File: src/udpl_map.svh
// constant map for the usb device power link block
`ifndef UDPL_MAP_SVH
`define UDPL_MAP_SVH
// 20 MHz clock, period in ns
`define UDPL_CLK_PERIOD_NS 50
// bus idle time before suspend, in us
`define UDPL_IDLE_US 3000
`define UDPL_IDLE_CYC ((`UDPL_IDLE_US * 1000) / `UDPL_CLK_PERIOD_NS)
// delay before re-enumerating with the full identity, in ms
`define UDPL_REENUM_MS 5000
// ms to cycles: keep the product inside 32 bits
`define UDPL_REENUM_CYC (`UDPL_REENUM_MS * (1000000 / `UDPL_CLK_PERIOD_NS))
// count width covers the longest delay
`define UDPL_CNT_W 27
// function count of the full profile
`define UDPL_FUNC_FULL 4'h7
`define UDPL_FUNC_NONE 4'h0
// power saving setting codes
`define UDPL_PSV_OFF 2'h0
`define UDPL_PSV_W 2
// identity select codes
`define UDPL_ID_TEMP 1'b0
`define UDPL_ID_FULL 1'b1
// resume signalling length in us (1 ms)
`define UDPL_WAKE_US 1000
`define UDPL_WAKE_CYC ((`UDPL_WAKE_US * 1000) / `UDPL_CLK_PERIOD_NS)
`endif

File: src/udpl_pkg.sv
// types for the usb device power link block
package udpl_pkg;
  typedef enum logic [2:0] {
    UDPL_ST_OFF = 3'h0,
    UDPL_ST_TEMP = 3'h1,
    UDPL_ST_ACTIVE = 3'h3,
    UDPL_ST_SUSP = 3'h2,
    UDPL_ST_WAKE = 3'h6
  } udpl_state_t;
endpackage : udpl_pkg

File: src/udpl_link.sv
// usb device link power and enumeration control
`timescale 1ns/1ps
`include "udpl_map.svh"
// Notes on behaviour
// acts only as high-speed device at 480 Mb/s, never as host
// interface held disabled unless bus supply sense reports valid supply
// full profile offers seven functions, usable concurrently
// enumerate first with temporary identity, full identity after about 5 s
// host sends no commands under temporary identity
// with power saving on, suspend after standard bus idle period
// suspend also when the upstream hub port is disabled
// address and configuration kept while suspended
// bus activity on the data lines ends suspend
// attached and not suspended forces active mode
// device may signal remote wake-up; host then resumes bus
// power saving setting still steers serial port enabling
// suspend after 3 ms idle; remote wake-up off until host enables it
module udpl_link #(
  // temporary identity time in cycles; benches may shorten it
  parameter int REENUM_CYC = `UDPL_REENUM_CYC
) (
  input wire logic clock,
  input wire logic rst_n,
  input wire logic bus_supply_sense,
  input wire logic bus_activity,
  input wire logic hub_port_enabled,
  input wire logic [1:0] power_saving_setting,
  input wire logic uart_idle_ok,
  input wire logic remote_wake_req,
  input wire logic remote_wake_feature_set,
  input wire logic remote_wake_feature_clr,
  input wire logic addr_load,
  input wire logic [6:0] addr_in,
  input wire logic cfg_load,
  input wire logic [7:0] cfg_in,
  output logic usb_enable,
  output logic high_speed_mode,
  output logic host_role,
  output logic identity_full,
  output logic [3:0] function_count,
  output logic reenumerate,
  output logic suspended,
  output logic force_active,
  output logic uart_enable,
  output logic resume_drive,
  output logic [6:0] dev_addr,
  output logic [7:0] dev_cfg
);
  typedef struct packed {
    udpl_pkg::udpl_state_t st;
    logic [`UDPL_CNT_W-1:0] cnt;
    logic [`UDPL_CNT_W-1:0] idle;
    logic wake_en;
    logic [6:0] addr;
    logic [7:0] cfg;
    logic usb_en;
    logic id_full;
    logic [3:0] nfunc;
    logic reenum;
    logic susp;
    logic act;
    logic uart_en;
    logic resume;
  } udpl_link_t;
  udpl_link_t s_q;
  udpl_link_t s_d;
  logic [3:0] pin_s;
  logic vbus_ok;
  logic bus_act;
  logic port_en;
  logic wake_rq;
  logic psv_on;

  // pin inputs pass two flip-flops first
  udpl_sync #(.W(4)) u_sync (
    .clock(clock),
    .rst_n(rst_n),
    .d({bus_supply_sense, bus_activity, hub_port_enabled, remote_wake_req}),
    .q(pin_s)
  );
  assign vbus_ok = pin_s[3];
  assign bus_act = pin_s[2];
  assign port_en = pin_s[1];
  assign wake_rq = pin_s[0];
  assign psv_on = (power_saving_setting != `UDPL_PSV_OFF);

  // state machine and counters
  always_comb begin
    s_d = s_q;
    s_d.reenum = 1'b0;
    // remote wake enable: set wins over clear
    if (remote_wake_feature_set) begin
      s_d.wake_en = 1'b1;
    end else if (remote_wake_feature_clr) begin
      s_d.wake_en = 1'b0;
    end
    // device state loads; kept across suspend
    if (addr_load) begin
      s_d.addr = addr_in;
    end
    if (cfg_load) begin
      s_d.cfg = cfg_in;
    end
    // idle counter runs while no traffic
    if (bus_act) begin
      s_d.idle = '0;
    end else if (s_q.idle != `UDPL_CNT_W'(`UDPL_IDLE_CYC)) begin
      s_d.idle = s_q.idle + `UDPL_CNT_W'(1);
    end
    case (s_q.st)
      udpl_pkg::UDPL_ST_OFF: begin
        s_d.cnt = '0;
        if (vbus_ok) begin
          s_d.st = udpl_pkg::UDPL_ST_TEMP;
          s_d.id_full = `UDPL_ID_TEMP;
          s_d.nfunc = `UDPL_FUNC_NONE;
        end
      end
      udpl_pkg::UDPL_ST_TEMP: begin
        if (s_q.cnt == `UDPL_CNT_W'(REENUM_CYC - 1)) begin
          s_d.st = udpl_pkg::UDPL_ST_ACTIVE;
          s_d.id_full = `UDPL_ID_FULL;
          s_d.nfunc = `UDPL_FUNC_FULL;
          s_d.reenum = 1'b1;
          s_d.cnt = '0;
        end else begin
          s_d.cnt = s_q.cnt + `UDPL_CNT_W'(1);
        end
      end
      udpl_pkg::UDPL_ST_ACTIVE: begin
        if (!port_en) begin
          s_d.st = udpl_pkg::UDPL_ST_SUSP;
        end else if (psv_on && !bus_act &&
                     s_q.idle == `UDPL_CNT_W'(`UDPL_IDLE_CYC)) begin
          s_d.st = udpl_pkg::UDPL_ST_SUSP;
        end
      end
      udpl_pkg::UDPL_ST_SUSP: begin
        s_d.cnt = '0;
        if (bus_act && port_en) begin
          s_d.st = udpl_pkg::UDPL_ST_ACTIVE;
        end else if (wake_rq && s_q.wake_en) begin
          s_d.st = udpl_pkg::UDPL_ST_WAKE;
        end
      end
      udpl_pkg::UDPL_ST_WAKE: begin
        // drive resume signalling for a fixed time
        if (s_q.cnt == `UDPL_CNT_W'(`UDPL_WAKE_CYC - 1)) begin
          s_d.st = udpl_pkg::UDPL_ST_SUSP;
          s_d.cnt = '0;
        end else begin
          s_d.cnt = s_q.cnt + `UDPL_CNT_W'(1);
        end
      end
      default: begin
        s_d.st = udpl_pkg::UDPL_ST_OFF;
      end
    endcase
    // supply loss disables the interface from any state
    if (!vbus_ok) begin
      s_d.st = udpl_pkg::UDPL_ST_OFF;
      s_d.id_full = `UDPL_ID_TEMP;
      s_d.nfunc = `UDPL_FUNC_NONE;
      s_d.addr = '0;
      s_d.cfg = '0;
      s_d.wake_en = 1'b0;
    end
    s_d.usb_en = (s_d.st != udpl_pkg::UDPL_ST_OFF);
    s_d.susp = (s_d.st == udpl_pkg::UDPL_ST_SUSP);
    s_d.resume = (s_d.st == udpl_pkg::UDPL_ST_WAKE);
    // attached and awake keeps module active
    s_d.act = s_d.usb_en && !s_d.susp;
    // serial port still follows its own setting and idle
    s_d.uart_en = !psv_on || !uart_idle_ok;
  end

  always_ff @(posedge clock or negedge rst_n) begin
    if (!rst_n) begin
      s_q <= '0;
      s_q.st <= udpl_pkg::UDPL_ST_OFF;
    end else begin
      s_q <= s_d;
    end
  end

  // outputs straight from state flops
  assign usb_enable = s_q.usb_en;
  assign high_speed_mode = s_q.usb_en;
  assign host_role = s_q.resume & ~s_q.resume; // device only
  assign identity_full = s_q.id_full;
  assign function_count = s_q.nfunc;
  assign reenumerate = s_q.reenum;
  assign suspended = s_q.susp;
  assign force_active = s_q.act;
  assign uart_enable = s_q.uart_en;
  assign resume_drive = s_q.resume;
  assign dev_addr = s_q.addr;
  assign dev_cfg = s_q.cfg;
endmodule : udpl_link

File: src/udpl_sync.sv
// two flip-flop synchroniser for a bundle of pin inputs
`timescale 1ns/1ps
module udpl_sync #(
  parameter int W = 4
) (
  input wire logic clock,
  input wire logic rst_n,
  input wire logic [W-1:0] d,
  output logic [W-1:0] q
);
  typedef struct packed {
    logic [W-1:0] s1;
    logic [W-1:0] s2;
  } udpl_sync_t;
  udpl_sync_t r_q;
  udpl_sync_t r_d;

  // first stage feeds only the second
  always_comb begin
    r_d.s1 = d;
    r_d.s2 = r_q.s1;
  end

  always_ff @(posedge clock or negedge rst_n) begin
    if (!rst_n) begin
      r_q <= '0;
    end else begin
      r_q <= r_d;
    end
  end

  assign q = r_q.s2;
endmodule : udpl_sync

File: config.mk
export PLATFORM = sky130hd
export DESIGN_NAME = udpl_link
export DESIGN_NICKNAME = d
export VERILOG_FILES = /design/src/udpl_pkg.sv /design/src/udpl_link.sv /design/src/udpl_sync.sv
export VERILOG_INCLUDE_DIRS = /design/src /design/src/src
export SDC_FILE = /design/constraint.sdc
export NUM_CORES = 1
export LEC_CHECK = 0
export ABC_AREA = 0
export BUFFER_PORTS_ARGS = -buffer_cell sky130_fd_sc_hd__buf_2
export CORE_MARGIN = 5
export CORE_UTILIZATION = 58
export CTS_CLUSTER_DIAMETER = 30
export DETAILED_ROUTE_END_ITERATION = 10
export MAX_ROUTING_LAYER = met4
export PLACE_DENSITY = 0.77
export SYNTH_ARGS = -nofsm -noshare
export SYNTH_HDL_FRONTEND = slang
export SYNTH_SLANG_ARGS = --single-unit
export TNS_END_PERCENT = 5
File: constraint.sdc
create_clock -name clock -period 2.77 [get_ports clock]
set_input_delay 0.554 -clock clock [delete_from_list [all_inputs] [get_ports clock]]
set_output_delay 0.554 -clock clock [all_outputs]
set_load 0.01 [all_outputs]
### Word level (Yosys, flattened, before mapping)

Index checks and enable logic that the tools add are counted.

| storage, ports and cells | value |
|---|---|
| logic and storage cells | 72 |
| memory bits (writable) | 0 |
| input port bits | 28 |
| register bits | 92 |
| latch bits | 0 |
| memories kept | 0 |
| output and inout port bits | 28 |
| memory bits (read-only) | 0 |

| cells by class | value |
|---|---|
| equality and inequality tests | 15 |
| $lt $le $gt $ge | 0 |
| div/mod/pow operators | 0 |
| bitwise logic cells | 0 |
| multipliers | 0 |
| shifts and indexed selects | 0 |
| reduce and logical (&&, ||, !) cells | 17 |
| muxes and demuxes | 22 |
| add/sub/neg operators | 2 |

Operator list:

| cell | number |
|---|---|
| $mux W27 | 4 |
| $pmux W27 S3 | 1 |
| $add A27 B1 Y27 const B | 2 |
| $eq A27 B15 Y1 const B | 1 |
| $eq A27 B16 Y1 const B | 1 |
| $eq A27 B27 Y1 const B | 1 |
| $ne A27 B16 Y1 const B | 1 |
| $mux W3 | 7 |
| $mux W16 | 1 |
| $pmux W3 S5 | 1 |
| $pmux W5 S2 | 1 |
| $eq A3 B2 Y1 const B | 3 |
| $ne A3 B3 Y1 const B | 3 |
| $mux W8 | 1 |
| $mux W7 | 1 |
| $eq A3 B3 Y1 const B | 2 |
| $mux W6 | 1 |
| $reduce_bool A3 Y1 | 2 |
| $logic_and A1 B1 Y1 | 5 |
| $mux W5 | 1 |
| $logic_not A1 Y1 | 4 |
| $ne A2 B2 Y1 const B | 2 |
| $reduce_bool A2 Y1 | 2 |
| $eq A3 B1 Y1 const B | 1 |
| 5 further kinds | 7 |

### Logic depth before layout (Yosys ltp)

Gate-level depths: netlist of run 1.

| depth | value |
|---|---|
| word-level depth | 10 |
| gate-level depth with buffers | 9 |
| depth with buffers taken out | 6 |

### Cells and area by module

Synthesis of run 1 repeated with hierarchy kept, for this count alone.

| unflattened totals | value |
|---|---|
| cell total of the unflattened synthesis | 422 |
| area total of the unflattened synthesis | 4239.1 um2 |

By module, submodules not included:

| module | times used | area an instance (um2) | sequential area each (um2) | cells an instance |
|---|---|---|---|---|
| udpl_link | 1 | 4038.9 | 2001.9 | 414 |
| udpl_sync | 1 | 200.2 | 200.2 | 8 |

### Worst setup path before layout of run 1

OpenSTA, ideal clock, no wires.

| timing | value |
|---|---|
| path kind | register -> register |
| start point | register s_q[54] (netlist name) |
| end point | register s_q[77] (netlist name) |
| cell stages (with the launch flop) | 9 |
| setup slack | 755 ps |
| clock period less this slack | 2015 ps |
| library setup time | 119 ps |
| arrival | 1897 ps |
| data required time | 2651 ps |
| buffers on the path | 2 |
| cells stage by stage | dfrtp_1 ha_1 and3_1 clkbuf_1 nand4_1 o32ai_2 o21bai_4 buf_6 nor2_1 |

| on the way | value |
|---|---|
| word-level cells in the longest chain between the ends | 3 |
| elaborated cells on any way between the ends | 6 |
| classes of those cells | add/sub: 1; eq/ne: 2; mux: 3 |

Ends and longest elaborated chain:

| element | line | text |
|---|---|---|
| start, declared | udpl_link.sv:65 | `udpl_link_t s_q;` |
| $add A27 B1 Y27, or another cell as far along | udpl_link.sv:127, udpl_link.sv:152 |  |
| $mux W27, on equally long branches | udpl_link.sv:148, udpl_link.sv:120 |  |
| $pmux W27 S3 * | udpl_link.sv:110 | `case (s_q.st)` |

Every way passes the cells marked *; elsewhere a longest branch is shown, timed or not.
A chain may end at the register's enable or synchronous reset.

==> impl_results.rst, run 1 <==
.. list-table::
   :header-rows: 1

   * - Metric
     - Value
   * - Netlist cell types
     - 47
   * - Area added between synthesis and finish
     - 8.858%
   * - Hold Path Class
     - in -> async
   * - Final Net Count
     - 492
   * - Overall routing resource usage
     - 0.1981
   * - Hold Vio Cnt, Final
     - 0
   * - Result of the run
     - completed
   * - Via count of the first global-routing pass
     - 3,002
   * - Total negative slack for setup checks
     - 0 ns
   * - Starting Density
     - 0.5952
   * - Final setup violation count
     - 0
   * - Slew of the pin with the lowest slew margin
     - slightly above 0.8 ns
   * - Area contributors post-synth
     - sky130_fd_sc_hd__dfrtp_1, sky130_fd_sc_hd__nor2_1, sky130_fd_sc_hd__xnor2_1
   * - Pin count of the biggest net entering global routing
     - 67
   * - Number of max-capacitance violations reported
     - 0
   * - Largest area contributor in the synthesized netlist
     - sky130_fd_sc_hd__dfrtp_1
   * - Buffer type at the clock tree root
     - sky130_fd_sc_hd__clkbuf_8
   * - Type of the setup path with the least slack
     - reg -> reg
   * - Final Total Pwr
     - 2.297 mW
   * - Skew-Pair Late Insertion Delay
     - 0.36 ns
   * - Max Fclk
     - between 400 and 500 MHz
   * - Placeable core region
     - 7214 um2
   * - First-pass iteration count of the detailed router
     - 4
   * - Worst relative slew slack
     - 0.4596
   * - Buffers on Ports
     - 53
   * - Total die area
     - 9225 um2
   * - Site Rows
     - 31
   * - DPL Wire Length
     - 5858 um
   * - Buffer depth of the longest clock path
     - 2
   * - Ys flop type
     - sky130_fd_sc_hd__dfrtp_1
   * - TritonCTS clock tree
     - built
   * - Category of the worst setup path launch point
     - register
   * - Count of H-tree levels built during CTS
     - 3
   * - Vias per Instance
     - ~5.6
   * - Fraction of synthesized cell area taken by the top area cell type
     - 0.5128
   * - Mean instance size in the synthesized netlist
     - 10.03 um2
   * - Average routed wire per standard cell
     - 14.69 um
   * - Initial antenna violation count
     - 0
   * - Number of enable flip-flop cells after synthesis
     - 0
   * - First-pass GRT wire length
     - 13,760 um
   * - Total length of routed wires
     - 8298 um
   * - RSZ-0062 raised after global routing
     - false
   * - Height of the die
     - 96.05 um
   * - Overflow left after global routing
     - 0
   * - Total clock buffers created by CTS
     - 9
   * - Post-route ant nets
     - 0
   * - CTS clk-pin slew, worst paths
     - around 0.09 ns
   * - Crit end category
     - register
   * - Layout cells sized above 1
     - 0.1738
   * - Maximum resistive drop on vdd
     - 0.2900 mV
   * - Arrival @ worst endpoint
     - 2.60 ns
   * - Sequential standard cell area
     - 2202 um2
   * - Sum of buffers and inverters on the critical path
     - 0
   * - Register bit total from synthesis
     - between 80 and 90
   * - Filler Cell Count
     - 587
   * - Routability-driven placement congestion ratio
     - 0.8954
   * - Mapped Area
     - between 4000 and 5000 um2
   * - Crit share post-route
     - 0.8372
   * - Slowest stage delay, CP
     - 0.69 ns
   * - Proportion of synthesized flip-flops having asynchronous set or reset
     - 1.000
   * - Power density over the cells
     - 491.5 nW/um2
   * - Number of gates resized after cts
     - 0
   * - Clk_skew
     - 0.01360 ns
   * - Starting DRC count in detailed routing
     - between 150 and 200
   * - Number of design rule violations left after detail routing
     - 0
   * - CP top delay family
     - simple AND/OR/NAND/NOR gates
   * - Number of hold buffers added after CTS
     - 0
   * - Post-synthesis cell count
     - 428
   * - Crit path max-delay cell type
     - sky130_fd_sc_hd__or4b_2
   * - Horizontal die dimension
     - a little under 100 um
   * - Multi-input gate area
     - 1798 um2
   * - Part of the Yosys area used for sequential elements
     - 0.5128
   * - Leakage
     - 2.094 nW
   * - Critical path launch point
     - s_q[39]
   * - Largest fanout of any net on the critical path
     - 4
   * - # Post-CTS Setup Buffers
     - 0
   * - Number of inserted diodes
     - 0
   * - Number of slew-limit violations in the final report
     - 0
   * - Yosys warns
     - 0
   * - Critical-path cell list
     - or4b_2 > nor4_1 > nand4_1 > o21ai_2 > nor3b_2
   * - Fraction of the core area covered by cells at the end of the flow
     - 0.6479
   * - Min Clock Period, post-route
     - ~2.3 ns
   * - Reg2Reg Launch Point
     - s_q[39]
   * - Clock sinks
     - 88
   * - Ports placed on the boundary
     - 56
   * - Via count
     - 3,136
   * - Worst EP required
     - 3.05 ns
==> cell usage in the layout (no fill, tap or decap), types with 3 or more instances in the layout <==
master,Yosys,layout
sky130_fd_sc_hd__nand3_1,16,16
sky130_fd_sc_hd__a21oi_1,9,9
sky130_fd_sc_hd__nand4b_1,4,4
sky130_fd_sc_hd__mux2i_1,18,18
sky130_fd_sc_hd__nand4_1,18,18
sky130_fd_sc_hd__ha_1,3,3
sky130_fd_sc_hd__xor2_1,21,21
sky130_fd_sc_hd__buf_2,1,52
sky130_fd_sc_hd__inv_6,0,3
sky130_fd_sc_hd__or3_1,5,5
sky130_fd_sc_hd__o21ai_0,9,9
sky130_fd_sc_hd__and4_1,5,5
sky130_fd_sc_hd__nor2_1,72,72
sky130_fd_sc_hd__nor3_1,10,10
sky130_fd_sc_hd__buf_4,22,6
sky130_fd_sc_hd__nand2_1,20,20
sky130_fd_sc_hd__clkbuf_8,0,9
sky130_fd_sc_hd__or4_1,3,3
sky130_fd_sc_hd__nor4_1,14,14
sky130_fd_sc_hd__dfrtp_1,88,88
sky130_fd_sc_hd__and2_1,4,4
sky130_fd_sc_hd__inv_1,17,17
sky130_fd_sc_hd__xnor2_1,23,23
sky130_fd_sc_hd__and3_1,5,5
==> per-stage QoR <==
stage	setup slack [ns]	instance area, um2	cells	hold slack, ns
6_report	0.4508	4674	565	0.2883
5_1_grt	0.3363	4674	565	0.2760
4_1_cts	0.4431	4674	565	0.2821
3_5_place_dp	0.4782	4497	549	0.3347
3_3_place_gp	0.5794	4497	549	0.3364
2_1_floorplan	0.7546	4298	429	0.2584
==> registers in the layout, summed over array words and instances, names as in the netlist <==
register,count
dev_addr,7
dev_cfg,8
force_active,1
function_count,1
high_speed_mode,1
reenumerate,1
resume_drive,1
s_q,58
suspended,1
u_sync.q,4
u_sync.r_d,4
uart_enable,1
==> path summary, 6_finish.rpt <==
kind / end / slack (ns) / depth (start not counted)
setup reg to reg: suspended / 0.45 / 5
hold reg to reg: u_sync.q[0] / 0.35 / 0
hold / removal: s_q[77] / 0.29 / 1
setup / recovery: suspended / 0.45 / 5
max in group asynchronous: s_q[27] / 1.77 / 2
min in group clock: u_sync.r_d[1] / 0.30 / 1
==> cell usage after synthesis (all sizes together), types with 2 or more instances <==
cell type  number
nand4b          4
a211oi          2
or4             3
nand3          16
dfrtp          88
clkbuf         12
nor2           72
and4            5
a21oi           9
nand4          18
nand2          20
nor4           14
and3            5
mux2i          18
ha              3
inv            17
xnor2          23
o32ai           3
nor4b           2
buf            25
o21bai          2
o21ai          10
or4b            2
and2            4
nor3           10
xor2           21
nor3b           3
or3             5
==> cell families after synthesis <==
kind of cell             share of synthesized area
XOR/XNOR                                   0.08974
other                                    0.0008733
AND/OR/NAND/NOR                             0.2238
adder cells (fa/ha/maj)                   0.008742
buffers and inverters                      0.06934
flip-flops                                  0.5128
AO/OA/AOI/OAI                              0.05274
multiplexers                               0.04196
==> worst register-to-register path, cell delays in order (launching register included) <==
cell and delay (ns):
sky130_fd_sc_hd__dfrtp_1 0.43, sky130_fd_sc_hd__or4b_2 0.69, sky130_fd_sc_hd__nor4_1 0.38, sky130_fd_sc_hd__nand4_1 0.31, sky130_fd_sc_hd__o21ai_2 0.25, sky130_fd_sc_hd__nor3b_2 0.19
==> final cells by class <==
type,count,share of cell area
flip-flops and latches,88,0.4711
clock buffers,10,0.02730
inverters,18,0.01445
clock inverters,6,0.01071
multi-input cells,286,0.3846
repair buffers,58,0.06531
well taps,99,0.02650
==> per-layer routing <==
| layer | vias up | share of wire | global-route usage |
|---|---|---|---|
| li1 | 1517 | - | - |
| met1 | 1514 | 0.44 | 0.2623 |
| met2 | 94 | 0.48 | 0.3013 |
| met3 | 11 | 0.063 | 0.03440 |
| met4 | 0 | 0.018 | 0.08531 |
| met5 | - | 0 | - |
==> power breakdown <==
| group | leakage [nW] | total (mW) | internal, mW | switching (mW) |
|---|---|---|---|---|
| Sequential | 1.18 | 1.33 | 1.31 | 0.0200 |
| Clock | 0.0839 | 0.817 | 0.337 | 0.480 |
| Combinational | 0.825 | 0.148 | 0.0585 | 0.0894 |
Power figures use the tool's default switching activity.
==> run 2, diff against run 1 <==
- ABC_AREA: 0 -> 1
- CORE_UTILIZATION: 58 -> 53
- PLACE_DENSITY: 0.77 -> 0.73
- clock period: 2.77 -> 1.9 ns (I/O delays scaled with it)
==> impl_results.rst, run 2 <==
.. list-table::
   :header-rows: 1

   * - Metric
     - Value
   * - Result of the run
     - completed
   * - Post-synthesis cell count
     - between 600 and 700
   * - Ports placed on the boundary
     - 56
   * - RSZ-0062 raised after global routing
     - false
   * - Biggest register
     - s_q
   * - FF-to-FF setup slack
     - 0.14 ns
   * - Netlist cell types
     - 37
   * - Combinational group share of total power
     - 0.065
   * - Cell depth of the worst hold path
     - 1
   * - Switching portion of total power
     - 0.2706
   * - Clock sinks
     - 88
   * - Leakage
     - 2.580 nW
   * - Worst EP required
     - ~2.2 ns
   * - Height of the die
     - 105.9 um
   * - Power density over the cells
     - 642.0 nW/um2
   * - Area added between synthesis and finish
     - 10.32%
   * - Register bit total from synthesis
     - 88
   * - Hold Path Class
     - in -> reg
   * - Number of max-capacitance violations reported
     - 0
   * - Number of flip-flops in the largest register
     - 58
   * - Yosys warns
     - 0
   * - Hold Vio Cnt, Final
     - 0
   * - First-pass iteration count of the detailed router
     - 7
   * - Initial antenna violation count
     - 0
   * - Crit end category
     - register
   * - Overflow left after global routing
     - 0
   * - Proportion of synthesized flip-flops having asynchronous set or reset
     - 1.000
   * - Buffer depth of the longest clock path
     - 2
   * - Total die area
     - 11,220 um2
   * - Buffers on Ports
     - 53
   * - Type of the setup path with the least slack
     - reg -> reg
   * - Most frequent cell after synthesis
     - sky130_fd_sc_hd__nand2_1
   * - Part of the Yosys area used for sequential elements
     - 0.4517
   * - Final cell count without fillers
     - 817
   * - First-pass GRT wire length
     - roughly 18,000 um
   * - Register-to-Register Path Depth
     - 10
   * - Area contributors post-synth
     - sky130_fd_sc_hd__dfrtp_1, sky130_fd_sc_hd__nand2_1, sky130_fd_sc_hd__nor2_1
   * - Sequential standard cell area
     - 2202 um2
   * - Post-route ant nets
     - 0
   * - Total negative slack for setup checks
     - 0 ns
   * - Commonest non-fill, non-tap cells in the layout
     - sky130_fd_sc_hd__nand2_1, sky130_fd_sc_hd__nor2_1, sky130_fd_sc_hd__dfrtp_1, sky130_fd_sc_hd__inv_1, sky130_fd_sc_hd__nand3_1
   * - Crit share post-route
     - 0.9266
   * - Place WS
     - 0.05995 ns
   * - Count of H-tree levels built during CTS
     - 3
   * - Ys flop type
     - sky130_fd_sc_hd__dfrtp_1
   * - TritonCTS clock tree
     - built
   * - Largest area contributor in the synthesized netlist
     - sky130_fd_sc_hd__dfrtp_1
   * - Fraction of synthesized cell area taken by the top area cell type
     - 0.4517
   * - Buffer type at the clock tree root
     - sky130_fd_sc_hd__clkbuf_8
   * - Maximum resistive drop on vdd
     - 0.4935 mV
   * - Reg2Reg Launch Point
     - s_q[54]
   * - Number of design rule violations left after detail routing
     - 0
   * - Number of inserted diodes
     - 0
   * - Placed insts
     - 800
   * - Largest fanout of any net on the critical path
     - 5
   * - CTS clk-pin slew, worst paths
     - 0.10 ns
   * - Final setup violation count
     - 0
   * - Top cells by instance count after synthesis
     - sky130_fd_sc_hd__nand2_1, sky130_fd_sc_hd__nor2_1, sky130_fd_sc_hd__dfrtp_1
   * - Via count
     - between 4k and 5k
   * - Psw
     - just over 0.9 mW
   * - Internal power
     - roughly 2.5 mW
   * - Number of slew-limit violations in the final report
     - 0
   * - Starting DRC count in detailed routing
     - 227
   * - Overall routing resource usage
     - 0.2047
   * - Pin count of the biggest net entering global routing
     - 47
   * - Horizontal die dimension
     - 105.9 um
   * - Hold path start
     - remote_wake_req
   * - DPL Wire Length
     - 8296 um
   * - Sink of the worst hold path
     - u_sync.r_d[0]
   * - Total clock buffers created by CTS
     - 9
   * - Number of enable flip-flop cells after synthesis
     - 0
   * - # Post-CTS Setup Buffers
     - 0
   * - Average routed wire per standard cell
     - 13.24 um
   * - Starting Density
     - 0.5352
   * - Mean instance size in the synthesized netlist
     - 7.431 um2
   * - Via count of the first global-routing pass
     - 4,038
   * - Clk network pwr share
     - 0.373
   * - Worst reg2reg endpoint
     - s_q[76]
   * - Arrival @ worst endpoint
     - 2.01 ns
   * - Setup ws final
     - 0.1395 ns
   * - Skew-Pair Late Insertion Delay
     - about 0.36 ns
   * - Fraction of the core area covered by cells at the end of the flow
     - 0.5904
   * - Site Rows
     - 35
   * - Routability-driven placement congestion ratio
     - 0.9457
   * - Final Net Count
     - roughly 730
   * - Placeable core region
     - 9109 um2
   * - Mapped Area
     - 4875 um2
   * - Sequential group share of total power
     - 0.562
   * - Total length of routed wires
     - 10,810 um
   * - Max Fclk
     - 568.0 MHz
   * - Category of the worst setup path launch point
     - register
   * - Clk_skew
     - 0.01238 ns
   * - Multi-input gate area
     - 2086 um2
   * - Commonest non-fill, non-tap cell in the layout
     - sky130_fd_sc_hd__nand2_1
   * - Layout cells sized above 1
     - 0.1615
   * - Vias per Instance
     - 5.215
   * - Min Clock Period, post-route
     - 1.761 ns
   * - Filler Cell Count
     - 842
==> run 2: cell types whose count changed in the layout (fill, tap and decap cells not counted), moves of 13 or more <==
cell / before / now
sky130_fd_sc_hd__nand2_1: 20 / 126
sky130_fd_sc_hd__inv_1: 17 / 87
sky130_fd_sc_hd__nand3_1: 16 / 57
sky130_fd_sc_hd__nor2_1: 72 / 106
sky130_fd_sc_hd__xnor2_1: 23 / 0
sky130_fd_sc_hd__mux2i_1: 18 / 0
sky130_fd_sc_hd__o21ai_1: 0 / 15
sky130_fd_sc_hd__nor4_1: 14 / 0
sky130_fd_sc_hd__o21ai_0: 9 / 23
sky130_fd_sc_hd__inv_2: 0 / 13
==> run 2: critical path, cell delays in order, from the launching register on <==
cell and delay (ns):
sky130_fd_sc_hd__dfrtp_1 0.39, sky130_fd_sc_hd__ha_1 0.17, sky130_fd_sc_hd__inv_1 0.08, sky130_fd_sc_hd__nor2_4 0.16
sky130_fd_sc_hd__nand4_1 0.16, sky130_fd_sc_hd__nor2_2 0.20, sky130_fd_sc_hd__nand2_1 0.13, sky130_fd_sc_hd__nor2_1 0.16
sky130_fd_sc_hd__nand3_1 0.09, sky130_fd_sc_hd__nand2_1 0.07, sky130_fd_sc_hd__nor2_1 0.04
==> run 2: cell type report <==
| class | instances | share of cell area |
|---|---|---|
| Clock buffer | 9 | 0.02303 |
| Clock inverter | 7 | 0.01396 |
| Inverter | 101 | 0.07050 |
| Multi-Input combinational cell | 436 | 0.3879 |
| Sequential cell | 88 | 0.4095 |
| Tap cell | 111 | 0.02583 |
| Timing Repair Buffer | 65 | 0.06933 |
==> run 2: stage by stage <==
step / hold WS, ns / power (mW) / area [um2]
finish: 0.1184 / 3.452 / 5378
global route: 0.09863 / 3.635 / 5378
CTS: 0.1026 / 3.506 / 5370
detailed placement: 0.2919 / 2.203 / 5161
global placement: 0.2900 / 2.198 / 5161
floorplan: 0.08441 / 2.110 / 4878
==> run 2: routing by layer <==
layer | GRT usage | up-vias | part of all wire
li1 | - | 2150 | -
met4 | 0.06753 | 0 | 0.015
met1 | 0.2708 | 1991 | 0.46
met2 | 0.3279 | 107 | 0.49
met3 | 0.02914 | 13 | 0.042
met5 | - | - | 0
==> run 2: worst max path at each step <==
| stage | slack (ns) | to | start | cells past startpoint |
|---|---|---|---|---|
| global placement | 0.14 | s_q[76] | s_q[54] | 10 |
| global route | 0.01 | s_q[64] | s_q[54] | 10 |
| floorplan | 0.36 | s_q[63] | s_q[54] | 10 |
| CTS | 0.04 | s_q[76] | s_q[54] | 10 |
| finish | 0.14 | s_q[76] | s_q[54] | 10 |
| detailed placement | 0.06 | s_q[76] | s_q[54] | 10 |
==> run 2: logic make-up after synthesis <==
logic type                 after synthesis  share of synthesized area
and+or+nand+nor                        354                     0.3239
other                                    1                  0.0007693
DFF                                     88                     0.4517
xor gates and xnor gates                13                    0.02336
buffers and inverters                  133                     0.1227
adders and majority gates                3                   0.007701
AOI/OAI and AO/OA                       64                    0.06982
==> run 2: power by group through the flow <==
stage	clock network, mW	logic, mW	registers [mW]
after floorplan	0	0.138	1.97
after global placement	0	0.224	1.97
after detailed placement	0	0.228	1.98
after CTS	1.34	0.231	1.94
after global routing	1.43	0.258	1.95
final	1.29	0.226	1.94
==> run 2: what timing repair did <==
item,CTS,global route
hold endpoints to repair,19,0
hold buffers,1,0
setup endpoints to repair,0,7
gates resized for setup,0,2
==> run 3, diff against run 2 <==
- PLACE_DENSITY: 0.73 -> default
- PLACE_DENSITY_LB_ADDON: default -> 0.1
==> impl_results.rst, run 3 (synthesis results as in run 2) <==
.. list-table::
   :header-rows: 1

   * - Metric
     - Value
   * - Result of the run
     - completed
   * - Number of slew-limit violations in the final report
     - 0
   * - Average routed wire per standard cell
     - 13.21 um
   * - Crit end category
     - register
   * - Final Net Count
     - 733
   * - Biggest register
     - s_q
   * - Initial antenna violation count
     - 0
   * - Worst Hold Slack
     - about 0.12 ns
   * - Top routing layer used
     - met4
   * - Commonest non-fill, non-tap cell in the layout
     - sky130_fd_sc_hd__nand2_1
   * - Count of H-tree levels built during CTS
     - 3
   * - Critical path launch point
     - s_q[59]
   * - Post-route ant nets
     - 0
   * - Critical-path cell list
     - nand2_1 > nor2_1 > nand4_2 > nor2_4 > nand2_4 > o21ai_0 > nand2_1 > nand2_1 > inv_1
   * - Site Rows
     - 35
   * - Starting DRC count in detailed routing
     - approximately 200
   * - Buffers on Ports
     - 53
   * - Hold Path Class
     - in -> reg
   * - Height of the die
     - 105.9 um
   * - Skew-Pair Late Insertion Delay
     - 0.36 ns
   * - Buffer depth of the longest clock path
     - 2
   * - Commonest non-fill, non-tap cells in the layout
     - sky130_fd_sc_hd__nand2_1, sky130_fd_sc_hd__nor2_1, sky130_fd_sc_hd__dfrtp_1, sky130_fd_sc_hd__inv_1, sky130_fd_sc_hd__nand3_1
   * - Placeable core region
     - 9109 um2
   * - Leakage
     - 2.593 nW
   * - Ports placed on the boundary
     - between 50 and 60
   * - Cell depth of the worst hold path
     - 1
   * - Starting Density
     - 0.5352
   * - Min Clock Period, post-route
     - 1.753 ns
   * - Maximum resistive drop on vdd
     - 0.4111 mV
   * - Met2 wire length
     - ~5300 um
   * - Total die area
     - ~11,000 um2
   * - Layout cells sized above 1
     - 0.1669
   * - Overall routing resource usage
     - 0.2127
   * - Type of the setup path with the least slack
     - reg -> reg
   * - Area added between synthesis and finish
     - 10.93%
   * - Overflow left after global routing
     - 0
   * - First-pass GRT wire length
     - 19,040 um
   * - Arrival @ worst endpoint
     - 2.01 ns
   * - Buffer type at the clock tree root
     - sky130_fd_sc_hd__clkbuf_8
   * - DPL Wire Length
     - 8342 um
   * - FF-to-FF setup slack
     - 0.15 ns
   * - Slowest stage delay, CP
     - 0.47 ns
   * - Max Fclk
     - 570.4 MHz
   * - TritonCTS clock tree
     - built
   * - Via count
     - between 4k and 5k
   * - Crit share post-route
     - 0.9227
   * - Number of flip-flops in the largest register
     - 58
   * - Critical path capture point
     - s_q[75]
   * - Category of the worst setup path launch point
     - register
   * - Vias per Instance
     - 5.187
   * - Largest fanout of any net on the critical path
     - 9
   * - Crit path top cell by count
     - sky130_fd_sc_hd__nand2_1
   * - CTS clk-pin slew, worst paths
     - ~0.11 ns
   * - Register-to-Register Path Depth
     - 9
   * - Number of inserted diodes
     - 0
   * - Hold Vio Cnt, Final
     - 0
   * - Final setup violation count
     - 0
   * - Crit path max-delay cell type
     - sky130_fd_sc_hd__dfrtp_1
   * - First-pass iteration count of the detailed router
     - 5
   * - Number of design rule violations left after detail routing
     - 0
   * - Filler Cell Count
     - just over 800
   * - Total clock buffers created by CTS
     - 9
   * - Worst EP required
     - 2.16 ns
   * - Clk_skew
     - 0.01253 ns
   * - Routability-driven placement congestion ratio
     - 0.9075
   * - Via count of the first global-routing pass
     - approximately 4.1k
   * - Wire length on met3
     - ~500 um
   * - Clock sinks
     - 88
   * - Number of max-capacitance violations reported
     - 0
   * - Power density over the cells
     - 640.5 nW/um2
   * - Reg2Reg Launch Point
     - s_q[59]
   * - Total negative slack for setup checks
     - 0 ns
   * - Worst reg2reg endpoint
     - s_q[75]
   * - Horizontal die dimension
     - 105.9 um
   * - Total length of routed wires
     - 10,810 um
   * - Pin count of the biggest net entering global routing
     - 43
   * - Sum of routed wire segments on met1
     - about 4800 um
-- run 3: changes by cell type in the layout (fill, tap and decap cells not counted), sizes merged --
cell	before	now
buf	64	65
clkinvlp	1	0
inv	104	105
-- run 3: where the power goes --
part           leakage [nW]  internal (mW)  switching, mW
Sequential             1.18           1.91         0.0249
Combinational          1.30         0.0846          0.143
Clock                 0.103          0.528          0.769
-- run 3: critical path, delay by kind of cell (launching register included) --
kind / cells / cell delay, ns
AND/OR/NAND/NOR: 7 / 1.01
AO/OA/AOI/OAI: 1 / 0.16
flip-flops: 1 / 0.47
buffers and inverters: 1 / 0.03
-- run 3: final cells by class --
type	instances	area, um2	share of cell area
clock buffers	9	123.9	0.02291
clock inverters	7	76.32	0.01411
inverters	101	380.4	0.07034
multi-input cells	436	2106	0.3894
flip-flops and latches	88	2202	0.4072
well taps	111	138.9	0.02568
repair buffers	66	380.4	0.07034
-- run 3: worst min-delay path by stage --
stage                     startpoint             to  slack (ns)
floorplan                      rst_n    dev_addr[0]        0.08
global route        hub_port_enabled  u_sync.r_d[1]        0.08
global placement       u_sync.r_d[0]    u_sync.q[0]        0.33
finish              hub_port_enabled  u_sync.r_d[1]        0.12
CTS                 hub_port_enabled  u_sync.r_d[1]         0.1
detailed placement             rst_n        s_q[79]        0.34
-- run 3: stage by stage --
stage	setup slack [ns]	util	power [mW]	instance area, um2	cells
finish	0.1469	0.5937	3.464	5408	818
global placement	0.1019	0.5674	2.200	5169	801
CTS	0.01775	0.5905	3.516	5379	818
global route	-0.008640	0.5937	3.653	5408	818
detailed placement	0.01600	0.5674	2.206	5169	801
floorplan	0.3635	-	2.110	4878	657
-- run 3: repair_timing --
item,4_1_cts,5_1_grt
endpoints found under the hold margin,28,0
endpoints found under the setup margin,0,23
gates resized for setup,0,8
hold buffers,1,0
setup buffers,0,0
-- run 3: metal layers --
metal / vias up / GRT usage
li1: 2152 / -
met1: 1948 / 0.2783
met2: 120 / 0.3397
met3: 23 / 0.03522
met4: 0 / 0.07123
met5: - / -
